File: src/rtl/code_defs_pkg.sv
// constants, types and the oscillator tick divider for the code encoder.
// assumes a single synchronous clock and an active-low synchronous reset.

`timescale 1ns/1ps
`default_nettype none

package code_defs_pkg;

  // ********************************************************
  // timing
  // ********************************************************
  localparam int unsigned CLK_FREQ_HZ = 10_000_000;
  localparam int unsigned OSC_FREQ_HZ = 76_000;
  // clock cycles per oscillator period, rounded down
  localparam int unsigned OSC_DIV     = CLK_FREQ_HZ / OSC_FREQ_HZ;

  localparam logic [6:0] PULSE_LEN   = 7'd16;
  localparam logic [6:0] SHORT_HIGH  = 7'd4;
  localparam logic [6:0] LONG_HIGH   = 7'd12;
  localparam logic [6:0] BIT_LEN     = 7'd32;
  localparam int unsigned SYNC_BITS  = 4;
  localparam logic [7:0] SYNC_LEN    = 8'(BIT_LEN * SYNC_BITS);
  localparam logic [7:0] SYNC_HIGH   = 8'(BIT_LEN / 8);

  // ********************************************************
  // word and frame layout
  // ********************************************************
  localparam int unsigned GROUP_PINS  = 6;
  localparam logic [3:0]  WORD_BITS   = 4'd12;
  localparam logic [1:0]  LAST_WORD   = 2'd3;  // four words a frame

  // ********************************************************
  // types
  // ********************************************************
  // a three-level pin: driven flag and driven level
  typedef struct packed {
    logic driven;
    logic level;
  } code_pin_s;

  typedef enum logic [1:0] {
    SYM_ZERO,
    SYM_ONE,
    SYM_FLOAT
  } sym_e;

  typedef enum logic [1:0] {
    ST_IDLE,
    ST_CODE,
    ST_SYNC
  } enc_state_e;

endpackage : code_defs_pkg

// ********************************************************
// oscillator tick: one-cycle pulse every DIV clocks
// ********************************************************
module osc_tick_gen #(
  parameter int unsigned DIV = 2
) (
  input  wire logic clk,
  input  wire logic rst_b,
  output logic      tick_q
);

  logic [15:0] cnt_q;
  logic [15:0] cnt_d;
  logic        tick_d;

  // count down to zero then reload, free running
  always_comb begin
    tick_d = (cnt_q == 16'h0000);
    if (tick_d) begin
      cnt_d = 16'(DIV - 1);
    end else begin
      cnt_d = cnt_q - 16'h0001;
    end
  end

  always_ff @(posedge clk) begin
    if (!rst_b) begin
      cnt_q  <= 16'h0000;
      tick_q <= 1'b0;
    end else begin
      cnt_q  <= cnt_d;
      tick_q <= tick_d;
    end
  end

endmodule : osc_tick_gen

`default_nettype wire

File: src/rtl/code_encoder.sv
// serial tri-state remote-control code encoder.
// assumes code pins and gate are synchronous to clk; the oscillator
// period is a fixed division of clk.

`timescale 1ns/1ps
`default_nettype none

module tristate_remote_code_encoder
  import code_defs_pkg::*;
(
  input  wire logic                 clk,
  input  wire logic                 rst_b,
  input  wire logic                 transmit_gate_n,
  input  wire logic                 ir_mode,
  input  wire code_defs_pkg::code_pin_s [5:0] pure_code_inputs,
  input  wire code_defs_pkg::code_pin_s [5:0] shared_code_inputs,
  output logic                      coded_out_q,
  output logic                      frame_active_q
);
  import code_defs_pkg::*;

  // ********************************************************
  // oscillator
  // ********************************************************
  logic osc_tick;

  osc_tick_gen #(
    .DIV (OSC_DIV)
  ) u_osc (
    .clk    (clk),
    .rst_b  (rst_b),
    .tick_q (osc_tick)
  );

  // ********************************************************
  // pin selection and symbol decode
  // ********************************************************
  enc_state_e state_q;
  enc_state_e state_d;
  logic [7:0] phase_q;
  logic [7:0] phase_d;
  logic [3:0] bit_idx_q;
  logic [3:0] bit_idx_d;
  logic [1:0] word_idx_q;
  logic [1:0] word_idx_d;
  sym_e       sym_q;
  sym_e       sym_d;
  code_pin_s  cur_pin;
  sym_e       cur_sym;
  logic [3:0] next_idx;

  // pins in order: pure group first, shared group after
  function automatic code_pin_s pick_pin(input logic [3:0] idx,
                                         input code_pin_s [5:0] lo,
                                         input code_pin_s [5:0] hi);
    code_pin_s p;
    p = '0;
    if (idx < 4'(GROUP_PINS)) begin
      p = lo[idx[2:0]];
    end else if (idx < WORD_BITS) begin
      p = hi[3'(idx - 4'(GROUP_PINS))];
    end
    return p;
  endfunction : pick_pin

  // next position is sampled at its own start so late pin changes count
  always_comb begin
    next_idx = (state_q == ST_CODE) ? bit_idx_q + 4'h1 : 4'h0;
    cur_pin  = pick_pin(next_idx, pure_code_inputs,
                        shared_code_inputs);
    if (!cur_pin.driven) begin
      cur_sym = SYM_FLOAT;
    end else if (cur_pin.level) begin
      cur_sym = SYM_ONE;
    end else begin
      cur_sym = SYM_ZERO;
    end
  end

  // ********************************************************
  // sequencer: bit, word and frame counters
  // ********************************************************
  always_comb begin
    state_d    = state_q;
    phase_d    = phase_q;
    bit_idx_d  = bit_idx_q;
    word_idx_d = word_idx_q;
    sym_d      = sym_q;
    if (osc_tick) begin
      case (state_q)
        ST_IDLE: begin
          if (!transmit_gate_n) begin
            state_d    = ST_CODE;
            phase_d    = 8'h00;
            bit_idx_d  = 4'h0;
            word_idx_d = 2'd0;
            sym_d      = cur_sym;
          end
        end
        ST_CODE: begin
          if (phase_q == 8'(BIT_LEN - 7'd1)) begin
            phase_d = 8'h00;
            if (bit_idx_q == WORD_BITS - 4'h1) begin
              state_d = ST_SYNC;
            end else begin
              bit_idx_d = bit_idx_q + 4'h1;
              sym_d     = cur_sym;
            end
          end else begin
            phase_d = phase_q + 8'h01;
          end
        end
        ST_SYNC: begin
          if (phase_q == SYNC_LEN - 8'h01) begin
            phase_d   = 8'h00;
            bit_idx_d = 4'h0;
            sym_d     = cur_sym;
            if (word_idx_q != LAST_WORD) begin
              state_d    = ST_CODE;
              word_idx_d = word_idx_q + 2'd1;
            end else if (!transmit_gate_n) begin
              state_d    = ST_CODE;
              word_idx_d = 2'd0;
            end else begin
              // gate released: frame done, go quiet
              state_d    = ST_IDLE;
              word_idx_d = 2'd0;
            end
          end else begin
            phase_d = phase_q + 8'h01;
          end
        end
        default: begin
          state_d = ST_IDLE;
        end
      endcase
    end
  end

  always_ff @(posedge clk) begin
    if (!rst_b) begin
      state_q    <= ST_IDLE;
      phase_q    <= 8'h00;
      bit_idx_q  <= 4'h0;
      word_idx_q <= 2'd0;
      sym_q      <= SYM_ZERO;
    end else begin
      state_q    <= state_d;
      phase_q    <= phase_d;
      bit_idx_q  <= bit_idx_d;
      word_idx_q <= word_idx_d;
      sym_q      <= sym_d;
    end
  end

  // ********************************************************
  // waveform shaping and infrared carrier
  // ********************************************************
  logic       carrier_q;
  logic       carrier_d;
  logic       high_d;
  logic       out_d;
  logic       long_cyc;
  logic [6:0] in_cycle;
  logic       second_cyc;

  // carrier flips every oscillator period: half rate, even duty
  always_comb begin
    carrier_d = carrier_q;
    if (state_d == ST_IDLE) begin
      // parked low so the first toggle of a frame opens high
      carrier_d = 1'b0;
    end else if (osc_tick) begin
      carrier_d = ~carrier_q;
    end
  end

  // first cycle long only for one; second long for one or floating
  always_comb begin
    second_cyc = (phase_d[6:0] >= PULSE_LEN);
    in_cycle   = second_cyc ? phase_d[6:0] - PULSE_LEN : phase_d[6:0];
    if (second_cyc) begin
      long_cyc = (sym_d != SYM_ZERO);
    end else begin
      long_cyc = (sym_d == SYM_ONE);
    end
    high_d = 1'b0;
    case (state_d)
      ST_CODE: begin
        high_d = long_cyc ? (in_cycle < LONG_HIGH)
                          : (in_cycle < SHORT_HIGH);
      end
      ST_SYNC: begin
        high_d = (phase_d < SYNC_HIGH);
      end
      default: begin
        high_d = 1'b0;
      end
    endcase
    // infrared only chops highs; word and frame timing untouched
    out_d = high_d & (~ir_mode | carrier_d);
  end

  // outputs registered from next-state values: waveform in step with the counters, no lag
  always_ff @(posedge clk) begin
    if (!rst_b) begin
      carrier_q      <= 1'b0;
      coded_out_q    <= 1'b0;
      frame_active_q <= 1'b0;
    end else begin
      carrier_q      <= carrier_d;
      coded_out_q    <= out_d;
      frame_active_q <= (state_d != ST_IDLE);
    end
  end

endmodule : tristate_remote_code_encoder

`default_nettype wire

File: config.mk
export PLATFORM = sky130hd
export DESIGN_NAME = tristate_remote_code_encoder
export DESIGN_NICKNAME = d
export VERILOG_FILES = /design/src/rtl/code_defs_pkg.sv /design/src/rtl/code_encoder.sv
export SDC_FILE = /design/constraint.sdc
export NUM_CORES = 1
export LEC_CHECK = 0
export ABC_CLOCK_PERIOD_IN_PS = 3150
export BUFFER_PORTS_ARGS = -buffer_cell sky130_fd_sc_hd__clkbuf_2
export CORE_ASPECT_RATIO = 1.4
export CORE_UTILIZATION = 45
export DETAILED_ROUTE_END_ITERATION = 6
export PLACE_DENSITY = 0.69
export SLEW_MARGIN = 20
export SYNTH_ARGS = -nofsm -noshare
export SYNTH_HDL_FRONTEND = slang
export SYNTH_SLANG_ARGS = --single-unit
File: constraint.sdc
create_clock -name clk -period 3.15 [get_ports clk]
set_clock_uncertainty 0.1 [all_clocks]
set_input_delay 0 -clock clk [delete_from_list [all_inputs] [get_ports clk]]
set_output_delay 0 -clock clk [all_outputs]
set_load 0.01 [all_outputs]
==> metrics, run 1 <==
outcome=finished, final reports clean; synth unique cells=62; First-pass DRT Iterations=4; fin crit share=0.9246; Area Growth Syn to Fin=14.04%; final WL=between 5 and 6 mm; Core Util, Final=0.5455; layout cell share with drive strength beyond 1=0.1772; Final setup viols=0; area share of the largest cell type after synthesis=0.3210; Critical Path Start Type=flop; Post-Syn Instances=300; leakage=between 1 and 1.5 nW; class of the most critical setup path=flop to flop; Worst Setup Slack, final=between 0.2 and 0.25 ns; Max VDD drop=roughly 0.46 mV; RSZ-0062 raised after global routing=no; dpl ws=between 0.2 and 0.25 ns; wire length of the first global-routing pass=just under 9 mm; Setup crit end kind=flop; antenna violations before repair=0; total track usage=0.2043; Initial Utilization=0.4783; Die W=approximately 63 um; pin count of the biggest net entering global routing=22; Slew @ Worst Pin=around 0.67 ns; Cell Area, Synth=approximately 2400 um2; P per Cell Area=561.1 nW/um2; worst hold slack=between 0.15 and 0.2 ns; Critical Path AT=3.00 ns; number of global-route vias before repair=between 1500 and 2000; Core Rows=30; CTS tree=built; worst skew pair latency=a little under 0.3 ns; DR vias=roughly 2200; H-tree Lvls=2; Clk pin slew, worst setup/hold paths=0.07 ns; GP Congestion=around 0.92; dpl cells=about 390; Vias/cell=between 5 and 6; Max-cap violations=0; WP data required=3.23 ns; grt total ovfl=0; CTS sink count=38; Final min period=just under 3 ns; post-synth top area cell=dfxtp_1; Hold Path Depth=5; sequential fraction of the synthesis area=0.3210; Detail Route Antenna Nets=0; number of enable flip-flop cells after synthesis=0; Routed WL per cell=approximately 13 um; Iter 0 DRT Violations=59; final setup TNS=0 ns; ys flop type=dfxtp_1; post-route insts no fill=between 300 and 400; Worst Reg2Reg Path Length in Cells=11; syn nets=about 340; Max Freq=343.3 MHz; most common cell after layout, fill and taps aside=nor2_1; Num CTS Buffers=5; CORE AREA=between 4000 and 5000 um2; Die Ht=~88 um; DR DRC count=0; Clock Tree Buf Depth=2; Worst slew margin=0.5501; Hold Path Class=primary input to flop; Area contributors post-synth=dfxtp_1 (32%), nor2_1 (7.6%), ha_1 (5.3%); I/O Pins=30; nets=370; fin. max-slew vios=0; synthesized flop and latch total=38; Avg Cell Area, Syn=7.899 um2; n_diodes=0; CP max FO=9; Buffers on Ports=29; Final HPWL DP=between 4 and 5 mm; synth warn=0; most frequent cells in the layout=nor2_1 (48), dfxtp_1 (38), clkbuf_2 (29), a21oi_1 (22), nand2_1 (21); Final Hold Fails=0; CTS Root Cell=clkbuf_8; die area=roughly 5600 um2; Synth async-reset ratio=0
[repair_timing]
action,in CTS,in global routing
setup buffers,0,0
hold endpoints to repair,3,0
setup endpoints to repair,0,1
hold buffers,2,0
gates resized for setup,0,1
[where the power goes]
part | switching (W) | internal, W | total [W]
Clock | 0.000171 | 0.000176 | 0.000347
Sequential | 0.0000651 | 0.000556 | 0.000621
Combinational | 0.000303 | 0.000246 | 0.000549
[area by class of cell]
class	count	area, um2
Fill cell	487	2252
Multi-Input combinational cell	235	1493
Sequential cell	38	760.7
Timing Repair Buffer	39	225.2
Clock buffer	6	82.58
Tap cell	64	80.08
Inverter	13	48.80
Clock inverter	2	12.51
[worst max-delay path, stage by stage, from the launching register on]
cell and delay, ns:
dfxtp_1 0.35, ha_1 0.26, and4_1 0.32, a21oi_2 0.32, o21ai_2 0.11, o311a_1 0.37
ha_1 0.20, o21ai_0 0.06, and4bb_1 0.21, or3b_1 0.34, nand4b_1 0.10, a21oi_1 0.06
[per-layer routing]
| metal | track usage | vias to the layer above | wire [um] |
|---|---|---|---|
| met3 | 0.03385 | 10 | 198 |
| met1 | 0.2313 | 992 | 2279 |
| li1 | - | 1122 | - |
| met5 | 0 | - | 0 |
| met4 | 0.1012 | 0 | 143 |
| met2 | 0.3685 | 47 | 2672 |
[per-stage QoR]
stage	power (W)	instance area [um2]
detailed placement	0.001175	2584
global route	0.001628	2703
floorplan	0.001046	2370
finish	0.001516	2703
CTS	0.001531	2699
global placement	0.001169	2584
[flip-flops by register name, summed over array words and instances, names as in the netlist]
signal,cells
bit_idx_q,4
carrier_q,1
coded_out_q,1
frame_active_q,1
phase_q,8
state_q,2
sym_q,2
u_osc.cnt_q,16
u_osc.tick_q,1
word_idx_q,2
[Yosys cell counts (2+ instances only)]
| master | n |
|---|---|
| o21ai_1 | 2 |
| or2_2 | 4 |
| nor3b_1 | 4 |
| inv_1 | 12 |
| nor2b_1 | 3 |
| or4_1 | 2 |
| buf_2 | 4 |
| mux2i_1 | 4 |
| o211ai_1 | 3 |
| nand2_1 | 21 |
| nand3_1 | 12 |
| dfxtp_1 | 38 |
| ha_1 | 10 |
| nor2_1 | 48 |
| nor3_1 | 14 |
| a31oi_1 | 4 |
| o21ai_0 | 9 |
| o31a_1 | 2 |
| nand2b_1 | 4 |
| a21oi_1 | 23 |
| xor2_1 | 7 |
| o21a_1 | 2 |
| xnor2_1 | 12 |
| and2_1 | 4 |
| a22o_1 | 3 |
| or3_1 | 2 |
| clkbuf_2 | 2 |
| clkbuf_1 | 6 |
| a211oi_1 | 4 |
| o22ai_1 | 3 |
[cell families after synthesis]
family,Yosys count,synth area share
flip-flops,38,0.3210
AO/OA/AOI/OAI,69,0.1911
adder cells (fa/ha/maj),10,0.05280
buffers and inverters,27,0.05068
AND/OR/NAND/NOR,130,0.2761
multiplexers,6,0.03115
XOR/XNOR,20,0.07709
[final timing paths]
check / start / to / slack [ns]
worst min-delay path: transmit_gate_n / word_idx_q[0] / 0.16
worst max-delay path: phase_q[0] / coded_out_q / 0.24
worst max register to register: phase_q[0] / coded_out_q / 0.24
worst min register to register: u_osc.cnt_q[0] / u_osc.cnt_q[0] / 0.36
(Power assumes the default switching activity.)
==> run 2, diff against run 1 <==
--- a/config.mk
+++ b/config.mk
@@ -8,3 +8,3 @@
 export ABC_CLOCK_PERIOD_IN_PS = 3150
-export BUFFER_PORTS_ARGS = -buffer_cell sky130_fd_sc_hd__clkbuf_2
+export BUFFER_PORTS_ARGS = -buffer_cell sky130_fd_sc_hd__buf_4
 export CORE_ASPECT_RATIO = 1.4
==> constraint.sdc (replaced) <==
create_clock -name clk -period 3.15 [get_ports clk]
set_clock_uncertainty 0.1 [all_clocks]
set_input_delay 0.315 -clock clk [delete_from_list [all_inputs] [get_ports clk]]
set_output_delay 0.315 -clock clk [all_outputs]
set_load 0.01 [all_outputs]
==> metrics, run 2 (synthesis gave the netlist of run 1 again) <==
outcome=finished, final reports clean; Buffers on Ports=29; flip-flop count of the largest register after layout=16; Core Rows=30; fin. max-slew vios=0; Final min period=~3.0 ns; Final Hold Fails=0; Num CTS Buffers=5; Critical Path Start Type=flop; final WL=roughly 5.5 mm; Initial Utilization=0.4783; Worst slew margin=0.5339; First-pass DRT Iterations=4; n_diodes=0; post-cts repair resize count=0; Largest Register=u_osc.cnt_q; Power Internal=slightly below 0.001 W; GP Congestion=0.9370; Area Growth Syn to Fin=15.95%; leakage=1.022 nW; Clock Tree Buf Depth=2; Final HPWL DP=4.210 mm; DR DRC count=0; post-layout instance area=2748 um2; P_sw=between 0.0005 and 0.0006 W; I/O Pins=30; nets=~370; Vias/cell=5.470; Clk pin slew, worst setup/hold paths=0.08 ns; antenna violations before repair=0; worst hold slack=between 0.15 and 0.2 ns; worst skew pair latency=slightly below 0.3 ns; Hold Path Class=primary input to flop; fillers=approximately 520; CTS tree=built; layout cell share with drive strength beyond 1=0.1758; final setup TNS=0 ns; post-CTS setup buffer count=0; Routed WL per cell=approximately 14 um; Detail Route Antenna Nets=0; Max Freq=~340 MHz; clock share of power=0.232; crit-path max cell delay=0.36 ns; total track usage=0.2173; class of the most critical setup path=flop to flop; WP data required=roughly 3.2 ns; fin crit share=0.9375; RSZ-0062 raised after global routing=no; CTS sink count=38; most common cell after layout, fill and taps aside=nor2_1; P per Cell Area=~560 nW/um2; most frequent cells in the layout=nor2_1 (48), dfxtp_1 (38), buf_4 (36), a21oi_1 (22), nand2_1 (21); Die W=approximately 63 um; wire length of the first global-routing pass=between 9 and 10 mm; CP max FO=9; CTS Root Cell=clkbuf_8; number of global-route vias before repair=between 2000 and 2500; Seq pwr share=0.404; Critical Path AT=~3.0 ns; Slew @ Worst Pin=approximately 0.7 ns; post-placement cell area=2649 um2; pin count of the biggest net entering global routing=22; grt total ovfl=0; DR vias=~2200; CORE AREA=4955 um2; switch share=0.3586; Die Ht=87.87 um; slowest stage cell, crit path=o311a_1; die area=roughly 5600 um2; Final setup viols=0; Most common cell on crit path=ha_1; H-tree Lvls=2; cells along the critical path=ha_1, and4_1, a21oi_2, o21ai_2, o311a_1, ha_1, o21ai_0, and4bb_1, or3b_1, nand4b_1, a21oi_1; Max VDD drop=roughly 0.48 mV; biggest registers after layout=u_osc.cnt_q x16, phase_q x8, bit_idx_q x4; Max-cap violations=0; logic gate share of total power=0.364; # hold bufs at CTS=0; Iter 0 DRT Violations=100; Setup crit end kind=flop
-- run 2: final timing paths --
kind                                      from             end  slack (ns)  depth (start not counted)
worst max register to register      phase_q[0]     coded_out_q        0.20                         11
worst min-delay path                     rst_b        sym_q[1]        0.16                          2
worst max-delay path                phase_q[0]     coded_out_q        0.20                         11
worst min register to register  u_osc.cnt_q[0]  u_osc.cnt_q[0]        0.38                          1
-- run 2: power groups by stage --
stage	logic [W]	registers [W]	clock network, W
6_report	0.000559	0.000621	0.000355
3_5_place_dp	0.000561	0.000632	0
3_3_place_gp	0.000554	0.000629	0
5_1_grt	0.000643	0.000632	0.000384
2_1_floorplan	0.000435	0.000611	0
4_1_cts	0.000564	0.000621	0.000366
-- run 2: area by class of cell --
cell class | count | area, um2 | share of cell area
Clock buffer | 6 | 82.58 | 0.03005
Clock inverter | 2 | 12.51 | 0.004554
Inverter | 13 | 48.80 | 0.01776
Multi-Input combinational cell | 235 | 1493 | 0.5433
Sequential cell | 38 | 760.7 | 0.2769
Tap cell | 64 | 80.08 | 0.02914
Timing Repair Buffer | 36 | 270.3 | 0.09836
-- run 2: metal layers --
metal	global-route usage	part of all wire
met1	0.2348	0.43
met2	0.4178	0.52
met3	0.04036	0.036
met4	0.07438	0.010
met5	0	0
-- run 2: metrics by stage --
step / total power (W) / setup WS [ns] / std cells / utilization
final: 0.001535 / 0.1968 / 394 / 0.5545
after global routing: 0.001659 / 0.006691 / 394 / 0.5545
after CTS: 0.001550 / 0.1976 / 394 / 0.5538
after detailed placement: 0.001192 / 0.2188 / 386 / 0.5346
after global placement: 0.001183 / 0.2896 / 386 / 0.5346
after floorplan: 0.001046 / 0.3241 / 300 / -
-- run 2: worst max-delay path: cells and delay by family (launching register included) --
family | cells | cell delay, ns
flip-flops | 1 | 0.35
AO/OA/AOI/OAI | 5 | 0.93
AND/OR/NAND/NOR | 4 | 0.99
adder cells (fa/ha/maj) | 2 | 0.47
==> run 3, diff against run 2 <==
ABC_AREA = 1   (was not set)
PLACE_DENSITY = 0.68   (was 0.69)
==> metrics, run 3 <==
Worst slew margin=0.6498; dpl cells=between 400 and 500; WP data required=3.28 ns; n_diodes=0; worst skew pair latency=between 0.2 and 0.3 ns; antenna violations before repair=0; H-tree Lvls=2; synth cell count leaders=nand2_1 (102), nor2_1 (61), inv_1 (56), dfxtp_1 (38), nand3_1 (25); number of global-route vias before repair=between 2000 and 2500; Seq pwr share=0.384; post-CTS setup buffer count=0; area share of the largest cell type after synthesis=0.3086; Slew @ Worst Pin=0.5221 ns; Final Hold Fails=0; die area=5782 um2; syn nets=around 430; P per Cell Area=roughly 630 nW/um2; synth warn=0; DR DRC count=0; GR Util met2=0.3598; Area Growth Syn to Fin=15.03%; Area contributors post-synth=dfxtp_1 (31%), nand2_1 (16%), nor2_1 (9.3%); Largest Register=u_osc.cnt_q; outcome=finished, final reports clean; P_sw=0.0006522 W; switch share=0.3675; Critical Path AT=about 2.6 ns; post-placement cell area=~2700 um2; number of enable flip-flop cells after synthesis=0; pin count of the biggest net entering global routing=19; most frequent cells in the layout=nand2_1 (102), nor2_1 (61), inv_1 (56), dfxtp_1 (38), buf_4 (31); Final setup viols=0; GR Layer Usage met3=0.03409; clock share of power=0.238; Cell Area, Synth=between 2000 and 2500 um2; worst hold slack=a little under 0.2 ns; Die W=64.55 um; Routed WL per cell=approximately 11 um; # hold bufs at CTS=0; post-cts repair resize count=0; Vias/cell=4.843; Die Ht=89.57 um; post-route insts no fill=~490; Synth async-reset ratio=0; CP max FO=8; Max Freq=about 400 MHz; logic gate share of total power=0.378; class of the most critical setup path=flop to flop; Power Internal=0.001122 W; crit-path max cell delay=roughly 0.50 ns; Hold Path Class=primary input to flop; GP Congestion=0.9082; total track usage=0.1961; Clock Tree Buf Depth=2; CTS sink count=38; Num CTS Buffers=5; met1 usage=0.2127; GRT Max-Usage Layer=met2; Post-Syn Instances=388; post-synth top area cell=dfxtp_1; fin. max-slew vios=0; layout cell share with drive strength beyond 1=0.1551; Critical Path Start Type=flop; First-pass DRT Iterations=4; CTS tree=built; Buffers on Ports=29; slowest stage cell, crit path=dfxtp_1; flip-flop count of the largest register after layout=16; sequential fraction of the synthesis area=0.3086; Setup crit end kind=flop; leakage=between 1 and 1.5 nW; I/O Pins=30; Max-cap violations=0; Clk pin slew, worst setup/hold paths=approximately 0.080 ns; biggest registers after layout=u_osc.cnt_q x16, phase_q x8, bit_idx_q x4; DR vias=roughly 2300; Detail Route Antenna Nets=0; Final min period=about 2.5 ns; synth unique cells=35; Worst Path Buf+Inv=3; synthesized flop and latch total=38; CORE AREA=between 5000 and 6000 um2; wire length of the first global-routing pass=just under 9 mm; ys flop type=dfxtp_1; CTS Root Cell=clkbuf_8; final setup TNS=0 ns; most common cell after layout, fill and taps aside=nand2_1; final WL=5.287 mm; Initial Utilization=0.4707; fin crit share=0.7908; CP top delay family=simple AND/OR/NAND/NOR gates; RSZ-0062 raised after global routing=no; Final HPWL DP=about 4.1 mm; nets=457; Iter 0 DRT Violations=113; post-layout instance area=2835 um2; count leader, synth=nand2_1; cells along the critical path=inv_1, nor2_2, nand2_2, nand2_4, inv_1, o21ai_0, inv_1, ha_1, nand3_1, nand3_1, nand2_1, nand2_1, a21oi_1, nand2_1, a21oi_2; grt total ovfl=0; Core Rows=31; Avg Cell Area, Syn=6.353 um2; Max VDD drop=between 0.3 and 0.4 mV
## run 3: per-stage QoR
step	setup WS [ns]	total power (W)	util
after floorplan	0.9779	0.001234	-
after global placement	0.7850	0.001352	0.5200
after detailed placement	0.7583	0.001365	0.5200
after CTS	0.6539	0.001792	0.5415
after global routing	0.2802	0.001923	0.5415
final	0.6590	0.001774	0.5415
## run 3: metal layers
layer  up-vias  part of all wire
met2        57              0.49
met1      1003              0.44
met5         -                 0
met3        18             0.042
met4         0             0.033
li1       1271                 -
## run 3: cell type report
type,count,area [um2]
inverter,62,232.7
tap,66,82.58
clock inverter,1,30.03
timing repair buffer,31,232.7
clock buffer,6,82.58
multi-input combinational,281,1414
sequential,38,760.7
fill,538,2401
## run 3: tightest hold or removal path: cells and delay by family
kind / cells / cell delay, ns
and+or+nand+nor: 2 / 0.12
buffers and inverters: 1 / 0.07
AOI/OAI and AO/OA: 1 / 0.04
## run 3: power groups by stage
stage | sequential [W] | combinational [W] | clock [W]
6_report | 0.000682 | 0.000670 | 0.000422
4_1_cts | 0.000682 | 0.000677 | 0.000433
3_3_place_gp | 0.000689 | 0.000663 | 0
2_1_floorplan | 0.000670 | 0.000565 | 0
5_1_grt | 0.000697 | 0.000772 | 0.000453
3_5_place_dp | 0.000693 | 0.000672 | 0
## run 3: logic make-up after synthesis
family                     after synthesis  synth area share
DFF                                     38            0.3086
xor gates and xnor gates                 7           0.02487
adders and majority gates               10           0.05076
and+or+nand+nor                        219            0.3959
AOI/OAI and AO/OA                       45            0.1020
buffers and inverters                   69            0.1178
## run 3: worst paths after layout
path	from	endpoint	slack [ns]	cells after the start
worst min-delay path	ir_mode	coded_out_q	0.19	4
worst max-delay path	state_q[0]	coded_out_q	0.66	15
worst max register to register	state_q[0]	coded_out_q	0.66	15
worst min register to register	u_osc.cnt_q[0]	u_osc.cnt_q[0]	0.31	1
